**config.mk**
```make
export PLATFORM = sky130hd
export DESIGN_NAME = dtua_arbiter
export DESIGN_NICKNAME = d
export VERILOG_FILES = /design/src/dtua_arbiter.v /design/src/dtua_fifo.v
export VERILOG_INCLUDE_DIRS = /design/src /design/src/src
export SDC_FILE = /design/constraint.sdc
export NUM_CORES = 1
export LEC_CHECK = 0
export BUFFER_PORTS_ARGS = -buffer_cell sky130_fd_sc_hd__buf_2
export CORE_UTILIZATION = 61
export DETAILED_ROUTE_END_ITERATION = 7
export PLACE_DENSITY = 0.88
export SLEW_MARGIN = 10
export SYNTH_ARGS = -nofsm -noshare
export SYNTH_HDL_FRONTEND = slang
export SYNTH_SLANG_ARGS = --single-unit
```
**constraint.sdc**
```tcl
create_clock -name ref_clk -period 7.3 [get_ports ref_clk]
set_input_delay 0.73 -clock ref_clk [delete_from_list [all_inputs] [get_ports ref_clk]]
set_output_delay 0.73 -clock ref_clk [all_outputs]
set_load 0.03 [all_outputs]
```
**src/dtua_defines.vh**
```
// constants for the transfer unit bus cycle arbiter
`ifndef DTUA_DEFINES_VH
`define DTUA_DEFINES_VH
// bus cycle kinds shown on cycle_kind_r
`define DTUA_CYC_IDLE     3'h0
`define DTUA_CYC_MRD_R    3'h1
`define DTUA_CYC_MRD_A    3'h2
`define DTUA_CYC_MWR_B    3'h3
`define DTUA_CYC_DEAD     3'h4
`define DTUA_CYC_READ     3'h5
`define DTUA_CYC_WRITE    3'h6
`define DTUA_CYC_GAP      3'h7
// channel codes
`define DTUA_CH_A         2'h0
`define DTUA_CH_B         2'h1
`define DTUA_CH_C         2'h2
`define DTUA_CH_R         2'h3
// dead cycle and post-write gap, in states
`define DTUA_DEAD_STATES  1
`define DTUA_GAP_STATES   1
// fifo defaults
`define DTUA_FIFO_WIDTH   8
`define DTUA_FIFO_DEPTH   8
`endif

```
**src/dtua_arbiter.v**
```verilog
// transfer unit bus cycle sequencer and arbiter
// Function
// - cpu bus cycles stall while unit owns bus
// - unit wins contention against cpu
// - request only at bus cycle ends
// - any state when cpu internal or asleep
// - peripheral irq or host strobe rising edge
// - ignore requests in reset and standby
// - master read on r/a, write on b
// - io transfer is dead, read, write
// - master read ram->port, write port->ram
// - dead cycle lasts exactly one state
// - dead cycle clears timer or adc flag
// - after dead cycle, read/write run only if flag still raised
// - serial flags clear on data access only
// - flag cleared in dead cycle cancels sequence
// - channel r master read highest priority
// - bound buffer: master read before write
// - io channels served a, b, c
// - no bus request one state after write
// - host cycles may interrupt io sequence
// - pending host holds io write
// - write only for channel that read
`timescale 1ns/1ps
`include "dtua_defines.vh"
module dtua_arbiter #(
   parameter FIFO_WIDTH = `DTUA_FIFO_WIDTH,
   parameter FIFO_DEPTH = `DTUA_FIFO_DEPTH,
   parameter FIFO_AW    = 3
)(
   // clock and reset
   input  wire                  ref_clk,
   input  wire                  rst_n,
   // cpu status
   input  wire                  cpu_bus_req,
   input  wire                  cpu_cycle_end,
   input  wire                  cpu_internal,
   input  wire                  cpu_sleep,
   input  wire                  cpu_standby,
   // modes
   input  wire                  bound_buffer_mode,
   input  wire                  query_mode,
   // host port strobes from pins, active low
   input  wire                  host_oe_n,
   input  wire                  host_we_n,
   input  wire                  host_query,
   // peripheral io requests, one per channel a/b/c
   input  wire [2:0]            io_req,
   input  wire [2:0]            io_src_sci,
   // host write data into the unit
   input  wire [FIFO_WIDTH-1:0] host_wdata,
   // ram read data during master read
   input  wire [FIFO_WIDTH-1:0] ram_rdata,
   // bus ownership
   output reg                   unit_bus_grant_r,
   output reg                   cpu_stall_r,
   output reg  [2:0]            cycle_kind_r,
   output reg  [1:0]            cycle_chan_r,
   // flag clears and data moves
   output reg  [2:0]            flag_clear_r,
   output reg                   port_load_r,
   output reg  [FIFO_WIDTH-1:0] port_data_r,
   output reg                   ram_write_r,
   output reg  [FIFO_WIDTH-1:0] ram_wdata_r,
   output reg                   host_wr_ready_r
);
   // ------------------------------------------------------------
   // host strobe synchronisers and edge detect
   // ------------------------------------------------------------
   reg [1:0] oe_sync_r;
   reg [1:0] we_sync_r;
   reg       oe_last_r;
   reg       we_last_r;
   wire      oe_rise;
   wire      we_rise;
   wire      active;

   // requests ignored while reset held or in standby
   assign active  = ~cpu_standby;
   assign oe_rise = oe_sync_r[1] & ~oe_last_r;
   assign we_rise = we_sync_r[1] & ~we_last_r;

   // two flops on the pins before any edge logic
   always @(posedge ref_clk or negedge rst_n)
   begin
      if (!rst_n)
      begin
         oe_sync_r <= 2'b11;
         we_sync_r <= 2'b11;
         oe_last_r <= 1'b1;
         we_last_r <= 1'b1;
      end
      else
      begin
         oe_sync_r <= {oe_sync_r[0], host_oe_n};
         we_sync_r <= {we_sync_r[0], host_we_n};
         oe_last_r <= oe_sync_r[1];
         we_last_r <= we_sync_r[1];
      end
   end

   // ------------------------------------------------------------
   // pending host requests
   // ------------------------------------------------------------
   reg  pend_r_r;
   reg  pend_a_r;
   reg  pend_b_r;
   wire host_pend;
   wire fifo_in_ready;
   wire fifo_out_valid;
   wire [FIFO_WIDTH-1:0] fifo_out_data;
   wire take_mrd_r;
   wire take_mrd_a;
   wire take_mwr_b;

   assign host_pend = pend_r_r | pend_a_r | (pend_b_r & fifo_out_valid);

   // master write data waits in the fifo; a full fifo stalls the host
   dtua_fifo #(
      .WIDTH (FIFO_WIDTH),
      .DEPTH (FIFO_DEPTH),
      .AW    (FIFO_AW)
   ) u_fifo (
      .ref_clk   (ref_clk),
      .rst_n     (rst_n),
      .in_valid  (we_rise & active),
      .in_ready  (fifo_in_ready),
      .in_data   (host_wdata),
      .out_valid (fifo_out_valid),
      .out_ready (take_mwr_b),
      .out_data  (fifo_out_data)
   );

   // set wins over the clear taken in the same state
   always @(posedge ref_clk or negedge rst_n)
   begin
      if (!rst_n)
      begin
         pend_r_r <= 1'b0;
         pend_a_r <= 1'b0;
         pend_b_r <= 1'b0;
      end
      else
      begin
         if (oe_rise && active && query_mode && host_query)
            pend_r_r <= 1'b1;
         else if (take_mrd_r)
            pend_r_r <= 1'b0;
         if (oe_rise && active && !(query_mode && host_query))
            pend_a_r <= 1'b1;
         else if (take_mrd_a)
            pend_a_r <= 1'b0;
         if (we_rise && active)
            pend_b_r <= 1'b1;
         else if (take_mwr_b && !fifo_out_valid)
            pend_b_r <= 1'b0;
      end
   end

   // ------------------------------------------------------------
   // io request synchronisers
   // ------------------------------------------------------------
   reg  [2:0] io_sync1_r;

   // flags come from on-chip logic on this clock, so one gating flop
   // is enough; a deeper chain would keep a flag that the dead cycle
   // already cleared alive long enough to start a second, bogus dead
   // cycle after the gap
   always @(posedge ref_clk or negedge rst_n)
   begin
      if (!rst_n)
         io_sync1_r <= 3'b000;
      else
         io_sync1_r <= io_req & {3{active}};
   end

   // ------------------------------------------------------------
   // arbitration and cycle sequencing
   // ------------------------------------------------------------
   reg  [2:0] kind_nxt;
   reg  [1:0] chan_nxt;
   reg        wr_pend_r;       // io write held for a channel
   reg  [1:0] wr_chan_r;
   reg        gap_r;
   wire       boundary;
   wire       may_req;

   // request only at cycle boundaries unless cpu not using bus
   // the end of any unit cycle is a boundary as well
   assign boundary = cpu_cycle_end | cpu_internal | cpu_sleep | ~cpu_bus_req |
                     unit_bus_grant_r;
   assign may_req  = boundary & ~gap_r & active;

   assign take_mrd_r = (kind_nxt == `DTUA_CYC_MRD_R);
   assign take_mrd_a = (kind_nxt == `DTUA_CYC_MRD_A);
   assign take_mwr_b = (kind_nxt == `DTUA_CYC_MWR_B);

   // priority picker, evaluated once per state
   always @*
   begin
      kind_nxt = `DTUA_CYC_IDLE;
      chan_nxt = `DTUA_CH_A;
      if (cycle_kind_r == `DTUA_CYC_DEAD)
      begin
         // confirm request still raised, else cancel read and write
         // live flag: a cpu clear inside the dead state must cancel now
         if (io_req[cycle_chan_r] && active)
         begin
            kind_nxt = `DTUA_CYC_READ;
            chan_nxt = cycle_chan_r;
         end
      end
      else if (cycle_kind_r == `DTUA_CYC_WRITE || cycle_kind_r == `DTUA_CYC_MWR_B ||
               cycle_kind_r == `DTUA_CYC_GAP)
      begin
         if (cycle_kind_r != `DTUA_CYC_GAP)
            kind_nxt = `DTUA_CYC_GAP;
      end
      else if (may_req)
      begin
         if (pend_r_r)
         begin
            kind_nxt = `DTUA_CYC_MRD_R;
            chan_nxt = `DTUA_CH_R;
         end
         else if (pend_a_r && (bound_buffer_mode || !(pend_b_r && fifo_out_valid)))
         begin
            kind_nxt = `DTUA_CYC_MRD_A;
            chan_nxt = `DTUA_CH_A;
         end
         else if (pend_b_r && fifo_out_valid)
         begin
            kind_nxt = `DTUA_CYC_MWR_B;
            chan_nxt = `DTUA_CH_B;
         end
         else if (pend_a_r)
         begin
            kind_nxt = `DTUA_CYC_MRD_A;
            chan_nxt = `DTUA_CH_A;
         end
         else if (wr_pend_r)
         begin
            kind_nxt = `DTUA_CYC_WRITE;
            chan_nxt = wr_chan_r;
         end
         else if (io_sync1_r[0])
            kind_nxt = `DTUA_CYC_DEAD;
         else if (io_sync1_r[1])
         begin
            kind_nxt = `DTUA_CYC_DEAD;
            chan_nxt = `DTUA_CH_B;
         end
         else if (io_sync1_r[2])
         begin
            kind_nxt = `DTUA_CYC_DEAD;
            chan_nxt = `DTUA_CH_C;
         end
      end
   end

   // registered grant: one owner per state
   always @(posedge ref_clk or negedge rst_n)
   begin
      if (!rst_n)
      begin
         cycle_kind_r     <= `DTUA_CYC_IDLE;
         cycle_chan_r     <= `DTUA_CH_A;
         unit_bus_grant_r <= 1'b0;
         cpu_stall_r      <= 1'b0;
         gap_r            <= 1'b0;
         wr_pend_r        <= 1'b0;
         wr_chan_r        <= `DTUA_CH_A;
      end
      else
      begin
         cycle_kind_r <= kind_nxt;
         cycle_chan_r <= chan_nxt;
         // unit beats cpu; cpu internal work still runs
         unit_bus_grant_r <= (kind_nxt != `DTUA_CYC_IDLE) &&
                             (kind_nxt != `DTUA_CYC_GAP);
         cpu_stall_r <= (kind_nxt != `DTUA_CYC_IDLE) &&
                        (kind_nxt != `DTUA_CYC_GAP) && cpu_bus_req;
         gap_r <= (kind_nxt == `DTUA_CYC_GAP);
         // once the read cycle runs the write is owed regardless of flag
         if (kind_nxt == `DTUA_CYC_READ)
         begin
            wr_pend_r <= 1'b1;
            wr_chan_r <= chan_nxt;
         end
         else if (kind_nxt == `DTUA_CYC_WRITE)
            wr_pend_r <= 1'b0;
      end
   end

   // ------------------------------------------------------------
   // flag clears and data moves
   // ------------------------------------------------------------
   always @(posedge ref_clk or negedge rst_n)
   begin
      if (!rst_n)
      begin
         flag_clear_r    <= 3'b000;
         port_load_r     <= 1'b0;
         port_data_r     <= {FIFO_WIDTH{1'b0}};
         ram_write_r     <= 1'b0;
         ram_wdata_r     <= {FIFO_WIDTH{1'b0}};
         host_wr_ready_r <= 1'b0;
      end
      else
      begin
         flag_clear_r <= 3'b000;
         // timer and adc flags clear in dead cycle; serial flags don't
         if (cycle_kind_r == `DTUA_CYC_DEAD && !io_src_sci[cycle_chan_r])
            flag_clear_r[cycle_chan_r] <= 1'b1;
         port_load_r <= take_mrd_r | take_mrd_a;
         if (take_mrd_r || take_mrd_a)
            port_data_r <= ram_rdata;
         ram_write_r <= take_mwr_b;
         if (take_mwr_b)
            ram_wdata_r <= fifo_out_data;
         host_wr_ready_r <= fifo_in_ready;
      end
   end
endmodule // dtua_arbiter

```
**src/dtua_fifo.v**
```verilog
// small synchronous fifo with valid/ready on both sides
`timescale 1ns/1ps
module dtua_fifo #(
   parameter WIDTH = 8,
   parameter DEPTH = 8,
   parameter AW    = 3
)(
   // clock and reset
   input  wire             ref_clk,
   input  wire             rst_n,
   // fill side
   input  wire             in_valid,
   output wire             in_ready,
   input  wire [WIDTH-1:0] in_data,
   // drain side
   output wire             out_valid,
   input  wire             out_ready,
   output wire [WIDTH-1:0] out_data
);
   reg [WIDTH-1:0] mem_r [0:DEPTH-1];
   reg [AW-1:0]    wptr_r;
   reg [AW-1:0]    rptr_r;
   reg [AW:0]      count_r;
   wire            push;
   wire            pop;

   // full and empty come straight from the count
   assign in_ready  = (count_r != DEPTH[AW:0]);
   assign out_valid = (count_r != {(AW+1){1'b0}});
   assign out_data  = mem_r[rptr_r];
   assign push      = in_valid & in_ready;
   assign pop       = out_valid & out_ready;

   // storage array, no reset needed
   always @(posedge ref_clk)
   begin
      if (push)
         mem_r[wptr_r] <= in_data;
   end

   // pointers and count
   always @(posedge ref_clk or negedge rst_n)
   begin
      if (!rst_n)
      begin
         wptr_r  <= {AW{1'b0}};
         rptr_r  <= {AW{1'b0}};
         count_r <= {(AW+1){1'b0}};
      end
      else
      begin
         if (push)
            wptr_r <= (wptr_r == DEPTH[AW-1:0] - 1'b1) ? {AW{1'b0}} : wptr_r + 1'b1;
         if (pop)
            rptr_r <= (rptr_r == DEPTH[AW-1:0] - 1'b1) ? {AW{1'b0}} : rptr_r + 1'b1;
         if (push && !pop)
            count_r <= count_r + 1'b1;
         else if (pop && !push)
            count_r <= count_r - 1'b1;
      end
   end
endmodule // dtua_fifo

```
# After elaboration in Yosys (flattened, before gate mapping)

Memories as Yosys holds them, arrays and structs flattened. A register that Yosys moved wholly into a read port is not among the register bits.
Index checks and enable logic that the tools add are counted.

Memories: 1
Flip-flop bits (word level): 47
Output and inout port bits: 29
Bits of input ports: 34
RAM bits: 64
Word-level logic and storage cells: 143

Memories:

| memory       | depth | width | rd ports | clocked after memory_dff | wr ports | RTL line       | RTL |
|---|---|---|---|---|---|---|---|
| u_fifo.mem_r | 8     | 8     | 1        | 1                        | 1        | dtua_fifo.v:20 | `reg [WIDTH-1:0] mem_r [0:DEPTH-1];` |

Eq/ne operators: 15
Add/sub/neg operators: 4
Multiplexer cells: 46
Reductions and logical operators: 34
$lt $le $gt $ge: 2
Bitwise gates (word level): 18

Operator list:

| cell                                                        | count |
|---|---|
| two-way mux 3 bit                                           | 16 |
| equality test 3 bit (second input constant)                 | 8 |
| two-way mux 2 bit                                           | 12 |
| logical AND 1 bit                                           | 16 |
| two-way mux 1 bit                                           | 13 |
| nonzero test 2 bit                                          | 5 |
| equality test 3 x 2 -> 1 bit (second input constant)        | 3 |
| two-way mux 4 bit                                           | 2 |
| bitwise AND 1 bit                                           | 7 |
| logical NOT 1 bit                                           | 7 |
| adder 3 x 1 -> 3 bit (second input constant)                | 2 |
| inequality test 3 bit (second input constant)               | 2 |
| inverter 1 bit                                              | 5 |
| OR 1 bit                                                    | 5 |
| adder 4 x 1 -> 4 bit (second input constant)                | 1 |
| binary-select mux 1 bit (select 2 bit)                      | 2 |
| logical OR 1 bit                                            | 4 |
| inequality test 4 bit (second input constant)               | 1 |
| nonzero test 4 bit                                          | 1 |
| subtractor 4 x 1 -> 4 bit (second input constant)           | 1 |
| bitwise AND 3 bit                                           | 1 |
| equality test 3 x 1 -> 1 bit (second input constant)        | 1 |
| less-than comparator 2 x 3 -> 1 bit (second input constant) | 1 |
| nonzero test 3 bit                                          | 1 |
| other kinds (2)                                             | 2 |

# Longest topological paths before layout

Depth after elaboration: 16
Gate-level depth with buffers: 14
Gate-level depth less buffers: 13

# Cells and area by module

Synthesis repeated with hierarchy kept, for this count alone.

Cell total of the unflattened synthesis: 290
Area, all modules: 4974.8 sq um

Modules (own cells, without submodules):

| module       | area an instance (sq um) | seq. area each (sq um) | cells an instance | times used |
|---|---|---|---|---|
| dtua_fifo    | 3151.8                   | 2172.1                 | 157               | 1 |
| dtua_arbiter | 1823.0                   | 1133.6                 | 133               | 1 |

# Worst setup path after synthesis

Ideal clock, no wire load.

Kind: input port to flip-flop
From: input port cpu_bus_req
To: register u_fifo.count_r[3]
Slack: 3.884 ns
Path buffers: 1
Library setup time: 0.125 ns
Data required time: 7.175 ns
Stages: 14
Data arrival time: 3.290 ns
Path through: nor2b_1 a211oi_1 o211ai_1 or2_2 a21bo_2 buf_2 ha_1 inv_1 ha_1 a21o_2 a21oi_1 xnor2_1 nor2_1 xor2_1

Longest elaborated chain between the ends: 13
Elaborated cells between the ends (all ways): 15
Classes of those cells: eq/ne (1); mux (4); bitwise (6); reduce/logical (4)

RTL lines:

| element                                                        | RTL line           | RTL |
|---|---|---|
| start: declaration                                             | dtua_arbiter.v:35  | `input wire cpu_bus_req,` |
| inverter 1 bit *                                               | dtua_arbiter.v:190 | `assign boundary = cpu_cycle_end \| cpu_internal \| cpu_sleep \| ~cpu_bus_req \|` |
| OR 1 bit * (2 in series)                                       | dtua_arbiter.v:190 |  |
| bitwise AND 1 bit * (2 in series)                              | dtua_arbiter.v:192 | `assign may_req = boundary & ~gap_r & active;` |
| two-way mux 3 bit *                                            | dtua_arbiter.v:219 | `else if (may_req)` |
| two-way mux 3 bit *                                            | dtua_arbiter.v:213 | `` else if (cycle_kind_r == `DTUA_CYC_WRITE \|\| cycle_kind_r == `DTUA_CYC_MWR_B \|\| `` |
| two-way mux 3 bit *                                            | dtua_arbiter.v:203 | `` if (cycle_kind_r == `DTUA_CYC_DEAD) `` |
| equality test 3 x 2 -> 1 bit (no line) *                       | -                  |  |
| bitwise AND 1 bit *                                            | dtua_fifo.v:32     | `assign pop = out_valid & out_ready;` |
| logical NOT 1 bit                                              | dtua_fifo.v:56     | `if (push && !pop)` |
| logical AND 1 bit                                              | dtua_fifo.v:56     |  |
| two-way mux 4 bit / nonzero test 2 bit (equally long branches) | -                  |  |
| end signal: assignment                                         | dtua_fifo.v:48     | `count_r <= {(AW+1){1'b0}};` |
| end signal: assignment                                         | dtua_fifo.v:57     | `count_r <= count_r + 1'b1;` |
| end signal: assignment                                         | dtua_fifo.v:59     | `count_r <= count_r - 1'b1;` |
| end: declaration                                               | dtua_fifo.v:23     | `reg [AW:0] count_r;` |

Every way passes the cells marked *; elsewhere a longest branch is shown, timed or not.
A chain may end at the register's enable or synchronous reset.

# Worst setup path after layout

From: register cycle_chan_r[0]
To: register u_fifo.count_r[3]

Longest elaborated chain between the ends: 10
Elaborated cells between the ends (all ways): 12
Classes of those cells: eq/ne (1); mux (5); bitwise (1); reduce/logical (5)

RTL lines:

| element                                                        | RTL line           | RTL |
|---|---|---|
| start: declaration                                             | dtua_arbiter.v:58  | `output reg [1:0] cycle_chan_r,` |
| start signal: assignment                                       | dtua_arbiter.v:267 | `` cycle_chan_r <= `DTUA_CH_A; `` |
| start signal: assignment                                       | dtua_arbiter.v:277 | `cycle_chan_r <= chan_nxt;` |
| binary-select mux 1 bit (select 2 bit) *                       | dtua_arbiter.v:207 | `if (io_req[cycle_chan_r] && active)` |
| two-way mux 1 bit (not written as such) *                      | dtua_arbiter.v:207 |  |
| logical AND 1 bit *                                            | dtua_arbiter.v:207 |  |
| two-way mux 3 bit *                                            | dtua_arbiter.v:207 |  |
| two-way mux 3 bit *                                            | dtua_arbiter.v:203 |  |
| equality test 3 x 2 -> 1 bit (no line) *                       | -                  |  |
| bitwise AND 1 bit *                                            | dtua_fifo.v:32     |  |
| logical NOT 1 bit                                              | dtua_fifo.v:56     |  |
| logical AND 1 bit                                              | dtua_fifo.v:56     |  |
| two-way mux 4 bit / nonzero test 2 bit (equally long branches) | -                  |  |

Every way passes the cells marked *; elsewhere a longest branch is shown, timed or not. The select of a mux whose other input is x is not followed.

==> metrics <==
DP Wirelength 5660 um; setup_tns 0 ns; flops & latches, synth 119; synthesized area 0.00481 sq mm; DRC 0; most numerous cell in the Yosys netlist edfxtp_1; DR WL/cell 19.4 um; largest family of logic cells by synthesized area multiplexers; PortBufs 62; initial antenna violation count 0; Clock Sinks 119; Power Dens Cells 442 mW/mm^2; core area 0.00769 sq mm; Fin. Hold Viols 0; met1 usage 31.2%; DIE AREA 0.00825 sq mm; Clock Path Buffers 2; Synth area leaders edfxtp_1 40%, dfrtp_1 25%, mux4_2 7.5%; Reg clk slew, reported paths 0.06 ns; Peak VDD IR 0.242 mV; Setup crit start cycle_chan_r[0]; CTS tree done; GPL Wtd Cong 0.855; Critical Path End Type flop; Util after Layout 75.7%; Post-CTS Setup Bufs 0; register area share after synthesis 68.7%; setup ws final 3.67 ns; status finished clean; Int Power 1.71 mW; nets 413; Post-synth EDFFs 64; crit path DAT 4.03 ns; die height 90.8 um; Combinational Power Share 30.5%; GRT overflow 0; area share of and/or/nand/nor cells after synthesis 6.84%; Antenna Cells 0; share of cells above drive strength 1 41.7%; post-synthesis mux area share 14.3%; CTS Hold Bufs 0; met3 Track Usage GR 6.06%; Filler Cell Count 443; post-CTS resize count 0; Adder-Cell Fraction of Synth Area 2.24%; FP Rows 32; Root Buffer clkbuf_8; via count 2899; vias in the first global route 3022; Synth area leader edfxtp_1; Setup Slack @ Placement 3.43 ns; ANT nets after route 0; r2r worst-path depth 11; Yosys warnings 0; FMAX 0.275 GHz; XOR/XNOR Fraction of Synth Area 0.910%; hold path cells 1; Clk Latency, worst-skew pair 0.52 ns; hold crit path type in -> reg; Iteration-0 DRC Markers 172; share of synthesized registers carrying an async set or reset 46.2%; H-tree levels 4; final setup vio count 0; GR Util met2 40.9%; Die Width 90.8 um; Area growth, synth to finish 21.0%; skew final 0.00657 ns; GR peak layer met2; placed insts 454; DR vias/cell 5.97; headroom to the max-slew limit 24.4%; Slew Limit Fails 0; max cap viols 0; top cell type's share of synthesized area 39.9%; final WL 9410 um; Setup crit end u_fifo.count_r[3]; sw frac 33.8%; clock group share of total power 30.5%; top-level port count 63; worst-path fanout max 14; Synth Flop Type edfxtp_1; sequential power share 39.0%; syn_area_per_cell 16.4 sq um; Num CTS Buffers 17; Syn Nets 335; Period minus WS final 3.63 ns; most frequent cells after synthesis 64 x edfxtp_1, 49 x dfrtp_1, 29 x mux2_2; gr usage total 25.4%; Cells after Synth 293; Pleak 2.35 nW; WS Path Type reg -> reg; unrepaired setup endpoints after global routing no; Worst R2R Start cycle_chan_r[0]; actual slew at the worst max-slew pin 1.12 ns; Psw 0.871 mW; r2r endpoint u_fifo.count_r[3]; global-route wire length before repair 15300 um; post-route non-filler standard cell count 486; initial core utilization 62.6%; largest net degree at the start of global routing 56; Worst setup SP type flop; setup slack, reg-to-reg 3.67 ns; Tcrit/Tclk final 49.7%; post-synth cell types 48; Critical Path RT 7.70 ns; number of detailed-route iterations in the first pass 5; fraction of the mapped netlist area in compound gates 5.51%
## state kept, by name, summed over array words and instances (netlist names), 2 cells and up
signal	flops
u_fifo.wptr_r	3
oe_sync_r	2
u_fifo.rptr_r	3
u_fifo.mem_r	64
we_sync_r	2
cycle_kind_r	3
ram_wdata_r	8
wr_chan_r	2
u_fifo.count_r	4
io_sync1_r	3
port_data_r	8
cycle_chan_r	2
flag_clear_r	3
## cell usage in the layout (no fill, tap or decap), types with 6 or more instances in the layout
cell	n
nor2b_1	6
buf_4	6
nor3_1	7
mux4_2	16
ha_1	7
o21ai_0	8
mux2_2	29
a21oi_1	6
nor2_1	7
buf_2	62
clkbuf_16	16
dfstp_2	6
dfrtp_1	49
edfxtp_1	64
nand2_1	21
inv_1	9
## cell type report
cell class / count / area, sq um / area share (%)
Sequential cell: 119 / 3310 / 56.8
Multi-Input combinational cell: 156 / 1430 / 24.6
Clock buffer: 18 / 418 / 7.18
Timing Repair Buffer: 68 / 355 / 6.10
Clock inverter: 14 / 150 / 2.58
Tap cell: 102 / 128 / 2.19
Inverter: 9 / 33.8 / 0.580
## power by group through the flow
| stage | Sequential (mW) | Clock [mW] | Combinational [mW] |
|---|---|---|---|
| floorplan | 1.06 | 0 | 0.519 |
| global placement | 1.00 | 0 | 0.745 |
| detailed placement | 1.01 | 0 | 0.774 |
| CTS | 1.00 | 0.798 | 0.790 |
| global route | 1.02 | 0.823 | 0.848 |
| finish | 1.01 | 0.786 | 0.785 |
## per-layer routing
metal	part of all wire, %	vias up	wire (um)
met5	0	-	0
met1	38	1454	3590
met2	51	142	4800
li1	-	1269	-
met3	7.5	34	707
met4	3.4	0	320
## how the worst min path moves through the flow
stage,start,to,slack (ns)
floorplan,oe_sync_r[0],oe_sync_r[1],0.35
global placement,oe_sync_r[0],oe_sync_r[1],0.35
detailed placement,we_sync_r[0],we_sync_r[1],0.35
CTS,host_oe_n,oe_sync_r[0],0.29
global route,host_we_n,we_sync_r[0],0.30
finish,host_oe_n,oe_sync_r[0],0.31
## cell families (layout without fill, tap and decap cells)
| family | Yosys count | count (layout) |
|---|---|---|
| xor+xnor | 5 | 5 |
| simple gates | 63 | 63 |
| compound gates | 35 | 35 |
| flops | 119 | 119 |
| fa+ha+maj | 8 | 8 |
| mux | 45 | 45 |
| buf+inv | 18 | 109 |
## stage by stage
| stage | hold WS, ns | total power, mW | area, sq um |
|---|---|---|---|
| floorplan | 0.345 | 1.58 | 4810 |
| global placement | 0.346 | 1.75 | 5260 |
| detailed placement | 0.347 | 1.78 | 5260 |
| CTS | 0.290 | 2.59 | 5820 |
| global route | 0.299 | 2.70 | 5820 |
| finish | 0.311 | 2.58 | 5820 |
## worst max-delay path, cell delays in order, from the launching register on
cell and delay, ns:
dfrtp_1 0.44, mux2_2 0.36, o21ai_0 0.87, a21bo_2 0.52, ha_1 0.25, inv_1 0.09
ha_1 0.28, a21o_2 0.21, a21oi_1 0.16, xnor2_1 0.13, nor2_1 0.06, xor2_1 0.14
No activity file was read; power rests on OpenSTA's default activity.
